<file path="src/hw/dac_consts.svh">
`ifndef DAC_CONSTS_SVH
`define DAC_CONSTS_SVH

`define WORD_BITS 12
`define WORD_CNT_W 4
`define CMD_MSB 11
`define CMD_LSB 8
`define ADDR_MSB 11
`define ADDR_LSB 10
`define DATA_MSB 7
`define CODE_ZERO 8'h00
`define WORD_ZERO 12'h000
`define CNT_ZERO 4'h0
`define CNT_ONE 4'h1
`define CNT_MAX 4'hF
`define CNT_WORD 4'hC
`define CMD_PASS 4'h0
`define CMD_SW_LOAD 4'h4
`define CMD_LOAD_ALL 4'h8
`define CMD_SHUTDOWN 4'hC
`define CMD_USER_LOW 4'h2
`define CMD_USER_HIGH 4'h6
`define CMD_MODE1 4'hE
`define CMD_MODE0 4'hA
`define CTRL_INPUT_ONLY 2'h1
`define CTRL_INPUT_DAC 2'h3
`define SHIFT_TAP 11

`endif

</file>
<file path="src/hw/dac_pkg.sv">
package dac_pkg;
    typedef logic [7:0] code_t;
    typedef logic [11:0] word_t;
    typedef enum logic [1:0] {
        CH_FIRST = 2'b00,
        CH_SECOND = 2'b01,
        CH_THIRD = 2'b10,
        CH_FOURTH = 2'b11
    } channel_e;
    typedef enum logic [0:0] {
        EDGE_FALL = 1'b0,
        EDGE_RISE = 1'b1
    } out_edge_e;
endpackage

</file>
<file path="src/hw/pin_sync.sv">
`timescale 1ns/10ps
// Two-stage synchroniser for a group of pin inputs
module pin_sync #(
    parameter int WIDTH = 1,
    parameter logic [WIDTH-1:0] RESET_VAL = '0
) (
    input wire logic core_clk,
    input wire logic sys_rst,
    input wire logic [WIDTH-1:0] pin_in,
    output logic [WIDTH-1:0] pin_sync_out
);
    logic [WIDTH-1:0] meta_q;

    always_ff @(posedge core_clk or posedge sys_rst)
    begin
        if (sys_rst)
        begin
            meta_q <= RESET_VAL;
            pin_sync_out <= RESET_VAL;
        end
        else
        begin
            meta_q <= pin_in;
            pin_sync_out <= meta_q;
        end
    end
endmodule // pin_sync

</file>
<file path="src/hw/quad_dac_serial_command_decoder.sv">
// What this block does
// - Control 01 loads addressed input register only
// - Control 11 loads input, updates all DACs
// - Command 0100 copies inputs to DACs, wakes
// - Command 1000 writes byte to all DACs
// - Command 1100 shuts down if permit high
// - Commands 0010/0110 drive user output low/high
// - Command 0000 changes nothing, data passes through
// - Command 1110 selects rising-edge output, updates DACs
// - Command 1010 selects falling-edge output, updates DACs
// - Output edge mode changes only by mode commands
// - Data byte ignored for dataless commands
// - Load pin low makes DAC registers transparent
// - Clear pin low zeroes input and DAC registers
// - Words shift MSB first on rising clock
// - Select rising edge executes shift register contents
// - Serial output lags input, never floats, holds
// - Power-on clears everything, selects falling-edge mode
`timescale 1ns/10ps
`include "dac_consts.svh"

module quad_dac_serial_command_decoder (
    // Clock and reset
    input wire logic core_clk,
    input wire logic sys_rst,
    // Serial link pins
    input wire logic link_clk,
    input wire logic link_sel_n,
    input wire logic link_din,
    output logic link_dout,
    // Control pins
    input wire logic load_strobe_n,
    input wire logic clear_all_n,
    input wire logic shutdown_permit,
    output logic user_logic_output,
    // Converter state
    output dac_pkg::code_t dac_code_a,
    output dac_pkg::code_t dac_code_b,
    output dac_pkg::code_t dac_code_c,
    output dac_pkg::code_t dac_code_d,
    output logic shutdown,
    output dac_pkg::out_edge_e out_edge
);
    import dac_pkg::*;

    // =========================================
    // Pin synchronisers
    logic [4:0] pins_s;
    logic sclk_s, sel_n_s, din_s, load_n_s, clear_n_s, shutdown_s;
    logic link_din_q1, link_din_q2;

    // Permit idles low, so its stage resets low to avoid a false permit
    pin_sync #(.WIDTH(5), .RESET_VAL(5'h1C)) u_sync (
        .core_clk(core_clk),
        .sys_rst(sys_rst),
        .pin_in({link_sel_n, load_strobe_n, clear_all_n, shutdown_permit, link_clk}),
        .pin_sync_out(pins_s)
    );
    assign sel_n_s = pins_s[4];
    assign load_n_s = pins_s[3];
    assign clear_n_s = pins_s[2];
    assign shutdown_s = pins_s[1];
    assign sclk_s = pins_s[0];
    assign din_s = link_din_q2;

    // Data path held the same two stages as the clock so it is stable at the edge
    always_ff @(posedge core_clk or posedge sys_rst)
    begin
        if (sys_rst)
        begin
            link_din_q1 <= 1'b0;
            link_din_q2 <= 1'b0;
        end
        else
        begin
            link_din_q1 <= link_din;
            link_din_q2 <= link_din_q1;
        end
    end

    // =========================================
    // Edge detection
    logic sclk_q, sel_n_q;
    logic sclk_rise, sclk_fall, sel_rise;

    always_ff @(posedge core_clk or posedge sys_rst)
    begin
        if (sys_rst)
        begin
            sclk_q <= 1'b0;
            sel_n_q <= 1'b1;
        end
        else
        begin
            sclk_q <= sclk_s;
            sel_n_q <= sel_n_s;
        end
    end

    assign sclk_rise = sclk_s && !sclk_q && !sel_n_s;
    assign sclk_fall = !sclk_s && sclk_q && !sel_n_s;
    assign sel_rise = sel_n_s && !sel_n_q;

    // =========================================
    // Shift register
    word_t shift_q;
    logic [3:0] bit_cnt_q;

    always_ff @(posedge core_clk or posedge sys_rst)
    begin
        if (sys_rst)
            shift_q <= `WORD_ZERO;
        else if (sclk_rise)
            shift_q <= {shift_q[`WORD_BITS-2:0], din_s};
    end

    // Bits seen in the current frame, saturating; used only by checks
    always_ff @(posedge core_clk or posedge sys_rst)
    begin
        if (sys_rst)
            bit_cnt_q <= `CNT_ZERO;
        else if (sel_rise)
            bit_cnt_q <= `CNT_ZERO;
        else if (sclk_rise && bit_cnt_q != `CNT_MAX)
            bit_cnt_q <= bit_cnt_q + `CNT_ONE;
    end

    // =========================================
    // Serial output
    // Mode 0 shows the bit half a cycle after it left, so it is kept a stage
    logic spill_q;

    always_ff @(posedge core_clk or posedge sys_rst)
    begin
        if (sys_rst)
            spill_q <= 1'b0;
        else if (sclk_rise)
            spill_q <= shift_q[`SHIFT_TAP];
    end

    always_ff @(posedge core_clk or posedge sys_rst)
    begin
        if (sys_rst)
            link_dout <= 1'b0;
        else if (out_edge == EDGE_RISE && sclk_rise)
            link_dout <= shift_q[`SHIFT_TAP];
        else if (out_edge == EDGE_FALL && sclk_fall)
            link_dout <= spill_q;
    end

    // =========================================
    // Command decode
    logic [3:0] cmd;
    logic [1:0] ctrl;
    channel_e addr;
    code_t data;
    logic load_input, upd_all, load_all, go_down, wake;

    assign cmd = shift_q[`CMD_MSB:`CMD_LSB];
    assign ctrl = cmd[1:0];
    assign addr = channel_e'(shift_q[`ADDR_MSB:`ADDR_LSB]);
    assign data = shift_q[`DATA_MSB:0];

    always_comb
    begin
        load_input = 1'b0;
        upd_all = 1'b0;
        load_all = 1'b0;
        go_down = 1'b0;
        wake = 1'b0;
        if (sel_rise)
        begin
            if (ctrl == `CTRL_INPUT_ONLY)
                load_input = 1'b1;
            else if (ctrl == `CTRL_INPUT_DAC)
            begin
                load_input = 1'b1;
                upd_all = 1'b1;
            end
            else
            begin
                // Data byte ignored on every branch below but load-all
                case (cmd)
                    `CMD_SW_LOAD:
                    begin
                        upd_all = 1'b1;
                        wake = 1'b1;
                    end
                    `CMD_LOAD_ALL:
                    begin
                        load_all = 1'b1;
                        wake = 1'b1;
                    end
                    `CMD_SHUTDOWN: go_down = shutdown_s;
                    `CMD_MODE1: upd_all = 1'b1;
                    `CMD_MODE0: upd_all = 1'b1;
                    default: ;
                endcase
            end
        end
    end

    // =========================================
    // Input and converter registers
    code_t in_q [4];
    code_t in_d [4];
    code_t dac_q [4];

    always_comb
    begin
        for (int i = 0; i < 4; i++)
        begin
            in_d[i] = in_q[i];
            if (load_input && addr == channel_e'(i))
                in_d[i] = data;
        end
    end

    // Clear pin is synchronised, so it takes effect two core cycles late
    always_ff @(posedge core_clk or posedge sys_rst)
    begin
        if (sys_rst)
        begin
            for (int i = 0; i < 4; i++)
                in_q[i] <= `CODE_ZERO;
        end
        else if (!clear_n_s)
        begin
            for (int i = 0; i < 4; i++)
                in_q[i] <= `CODE_ZERO;
        end
        else
        begin
            for (int i = 0; i < 4; i++)
                in_q[i] <= in_d[i];
        end
    end

    always_ff @(posedge core_clk or posedge sys_rst)
    begin
        if (sys_rst)
        begin
            for (int i = 0; i < 4; i++)
                dac_q[i] <= `CODE_ZERO;
        end
        else if (!clear_n_s)
        begin
            for (int i = 0; i < 4; i++)
                dac_q[i] <= `CODE_ZERO;
        end
        else
        begin
            for (int i = 0; i < 4; i++)
            begin
                if (load_all)
                    dac_q[i] <= data;
                else if (upd_all || !load_n_s)
                    dac_q[i] <= in_d[i];
            end
        end
    end

    assign dac_code_a = dac_q[0];
    assign dac_code_b = dac_q[1];
    assign dac_code_c = dac_q[2];
    assign dac_code_d = dac_q[3];

    // =========================================
    // Shutdown, user output and edge mode
    always_ff @(posedge core_clk or posedge sys_rst)
    begin
        if (sys_rst)
            shutdown <= 1'b0;
        else if (go_down)
            shutdown <= 1'b1;
        else if (wake)
            shutdown <= 1'b0;
    end

    always_ff @(posedge core_clk or posedge sys_rst)
    begin
        if (sys_rst)
            user_logic_output <= 1'b0;
        else if (sel_rise && cmd == `CMD_USER_LOW)
            user_logic_output <= 1'b0;
        else if (sel_rise && cmd == `CMD_USER_HIGH)
            user_logic_output <= 1'b1;
    end

    always_ff @(posedge core_clk or posedge sys_rst)
    begin
        if (sys_rst)
            out_edge <= EDGE_FALL;
        else if (sel_rise && cmd == `CMD_MODE1)
            out_edge <= EDGE_RISE;
        else if (sel_rise && cmd == `CMD_MODE0)
            out_edge <= EDGE_FALL;
    end
endmodule // quad_dac_serial_command_decoder

</file>
<file path="config.mk">
export PLATFORM = sky130hd
export DESIGN_NAME = quad_dac_serial_command_decoder
export DESIGN_NICKNAME = d
export VERILOG_FILES = /design/src/hw/dac_pkg.sv /design/src/hw/pin_sync.sv /design/src/hw/quad_dac_serial_command_decoder.sv
export VERILOG_INCLUDE_DIRS = /design/src /design/src/hw
export SDC_FILE = /design/constraint.sdc
export NUM_CORES = 1
export LEC_CHECK = 0
export BUFFER_PORTS_ARGS = -buffer_cell sky130_fd_sc_hd__buf_2
export CAP_MARGIN = 20
export CORE_ASPECT_RATIO = 1.1
export CORE_MARGIN = 2
export CORE_UTILIZATION = 45
export CTS_BUF_LIST = sky130_fd_sc_hd__clkbuf_2
export CTS_CLUSTER_DIAMETER = 100
export DETAILED_ROUTE_END_ITERATION = 16
export PLACE_DENSITY = 0.66
export SLEW_MARGIN = 20
export SYNTH_ARGS = -nofsm -noshare
export SYNTH_HDL_FRONTEND = slang
export SYNTH_SLANG_ARGS = --single-unit
</file>
<file path="constraint.sdc">
create_clock -name core_clk -period 2.5 [get_ports core_clk]
set_input_delay 0.25 -clock core_clk [delete_from_list [all_inputs] [get_ports core_clk]]
set_output_delay 0.25 -clock core_clk [all_outputs]
set_load 0.02 [all_outputs]
</file>
==> run summary <==
Flop-to-flop setup slack - 0.31 ns
Die area - 0.01015 mm^2
Met3 GRT Util - 0.04932
IO Count - 44
Antenna violations before repair - 0
Max Slew Vio Count - 0
Top_reg_cell synth - dfrtp_1
DRC Markers - 0
CTS sink cnt - 95
Avg WL per Cell - 18.56 um
Hold crit path type - input pin to async pin
Layout cell share with drive strength beyond 1 - 0.2683
Hold Vio Cnt, Final - 0
Height of the chip - 105.5 um
Synth warn - 0
Post-synthesis cell count - 357
Ys async rst share - 1.000
Worst EP arrival - 2.69 ns
Most Crowded Layer GR - met1
Worst-path clk slew - 0.26 ns
Worst-skew pair later-pin latency - 0.57 ns
Library cells used by synthesis - 44
Vias - 2984
First-pass GRT wire length - 16120 um
Layout Skew - 0.04804 ns
GR Util met2 - 0.2951
Core footprint - 0.009213 mm^2
Crit-path max FO - 9
Pwr per Cell Area - 587.5 mW/mm^2
CTS buffer count - 9
Reg2reg start - u_sync.pin_sync_out[4]
Antenna Nets Post-Route - 0
F_max - 457.0 MHz
Starting Density - 0.4570
Leakage - 0.002319 uW
Setup TNS - 0 ns
Post-Syn Area - 0.004210 mm^2
Layout Area Growth over Synthesis - 11.89%
CTS Buffer Depth - 2
Crit path capture type - flop
All-Layer GR Usage - 0.2127
Vias per cell - 5.662
Reg2Reg Capture Point - dac_code_b[3]
Startpoint type of the worst setup path - flop
Syn_area_per_cell - 11.79 um^2
Largest net degree at the start of global routing - 96
# port buffers - 43
Max-cap violations - 0
Setup CP Type - flop to flop
CP Cell Sequence - and2b_1 > a31oi_4 > buf_4 > a21oi_1 > a22o_1
Post-CTS setup buffers - 0
Final wirelength - 9779 um
Placer Congestion - 0.8062
Peak supply drop - 0.5222 mV
Antenna diodes - 0
Slowest-stage cell, CP - dfstp_2
Clock root buffer - clkbuf_2
Final Net Count - 413
H-tree Lvls - 3
Max_slew headroom - 0.4720
Fin crit period - 2.188 ns
Number of flops mapped to enable cells by yosys - 0
Critical Path Max Stage Delay - 0.65 ns
Outcome - completed
Vias in the first global route - 3004
Final worst path period share - 0.8752
Total grt overflow - 0
DPL Wire Length - 6235 um
DRT Pass-1 Iters - 4
Die width - 96.23 um
Row Count - 37
Syn Nets - 365
Register-to-Register Path Depth - 5
Post-CTS Resized - 0
Worst slew pin tran - 0.7920 ns
RSZ-0062 raised after global routing - false
Post-Place Setup Slack - 0.3734 ns
Seq cells post-synth - 95
Final WS setup - 0.3120 ns
CTS tree - yes
CP required - 3.00 ns
Iter 0 DRT Violations - 206
# setup viols final - 0
Global Route met1 Usage - 0.3166
Worst Setup SP - u_sync.pin_sync_out[4]
Sequential fraction of the synthesis area - 0.5667
-- placed cells by master, fill, tap and decap left out, types with 2 or more instances in the layout --
| master | n |
|---|---|
| a211o_1 | 7 |
| a21boi_0 | 25 |
| a21oi_1 | 9 |
| a22o_1 | 31 |
| and2_1 | 9 |
| and3_1 | 8 |
| buf_2 | 43 |
| buf_4 | 14 |
| clkbuf_2 | 11 |
| clkinv_1 | 3 |
| dfrtp_1 | 88 |
| dfstp_2 | 7 |
| dlygate4sd3_1 | 7 |
| mux2_2 | 15 |
| nand2_1 | 12 |
| nand2b_1 | 2 |
| nand3_1 | 41 |
| nor2_1 | 3 |
| nor2b_1 | 2 |
| nor4b_1 | 2 |
| o211ai_1 | 7 |
| o21a_1 | 8 |
| o21ai_0 | 26 |
| o31ai_2 | 7 |
-- critical path: cells and delay by family, from the launching register on --
family                 cells  cell delay (ns)
AOI/OAI and AO/OA          3             0.99
buffers and inverters      1             0.19
DFF                        1             0.65
and+or+nand+nor            1             0.29
-- flip-flops by register name, indices dropped and copies added, names as in the netlist, 5 cells and up --
register             flops
u_sync.pin_sync_out      5
u_sync.meta_q            5
in_q                    32
shift_q                 12
dac_code_b               8
dac_code_d               8
dac_code_c               8
dac_code_a               8
-- worst max path at each step --
stage	slack [ns]	endpoint
finish	0.31	dac_code_b[3]
global placement	0.35	dac_code_d[3]
floorplan	0.71	dac_code_d[0]
global route	0.27	dac_code_b[3]
detailed placement	0.37	dac_code_b[3]
CTS	0.32	dac_code_b[3]
-- where the power goes --
group / leakage [uW] / internal (uW) / total [uW] / switching [uW]
combinational: 0.000986 / 130 / 315 / 185
clock: 0.0000584 / 130 / 626 / 496
sequential: 0.00127 / 1620 / 1830 / 204
total: 0.00232 / 1880 / 2770 / 885
-- layout make-up --
cell class	instances	area (um^2)
clock buffer	11	55.05
clock inverter	5	25.02
fill	859	4502
inverter	1	7.507
multi-input combinational	233	1680
sequential	95	2386
tap	117	146.4
timing repair buffer	65	410.4
-- cells in the mapped netlist, types with 2 or more instances --
cell type  instances  share of area
and2_1             9          0.013
o21a_1             8          0.014
a211o_1            7          0.015
a22o_1            31          0.064
nor2_1             3         0.0027
mux2_2            15          0.040
clkbuf_1          14          0.012
buf_4              2         0.0036
nor2b_1            2         0.0030
nand3_1           41          0.049
a21boi_0          25          0.045
dfstp_2            7          0.044
o31ai_2            7          0.021
dfrtp_1           88           0.52
o21ai_0           26          0.031
nand2_1           12          0.011
nor4b_1            2         0.0042
a21oi_1            9          0.011
buf_6              3         0.0080
and3_1             8          0.012
o211ai_1           7          0.012
nand2b_1           2         0.0030
buf_2              8         0.0095
-- through the flow --
step	std cells	area (um^2)	hold WS [ns]	utilization	total power [uW]
3_3_place_gp	504	4561	0.3331	0.4950	2148
3_5_place_dp	504	4561	0.3370	0.4950	2156
4_1_cts	527	4711	0.2552	0.5113	2786
6_report	527	4711	0.2736	0.5113	2768
5_1_grt	527	4711	0.2469	0.5113	2910
2_1_floorplan	357	4214	0.2545	-	2002
-- routing by layer --
metal / part of all wire / vias to the layer above
met3: 0.059 / 21
met1: 0.48 / 1454
met5: 0 / -
met4: 0.027 / 0
li1: - / 1421
met2: 0.44 / 88
-- what timing repair did --
item | in CTS | in global routing
hold buffers | 7 | 0
hold endpoints to repair | 94 | 0
setup endpoints to repair | 0 | 0
-- kinds of logic (layout without fill, tap and decap cells) --
logic type,Yosys count,after routing,share of synthesized area
AOI/OAI and AO/OA,126,126,0.2324
DFF,95,95,0.5667
and+or+nand+nor,91,91,0.1230
buffers and inverters,29,82,0.03536
muxes,16,16,0.04250
(Power assumes the default switching activity.)
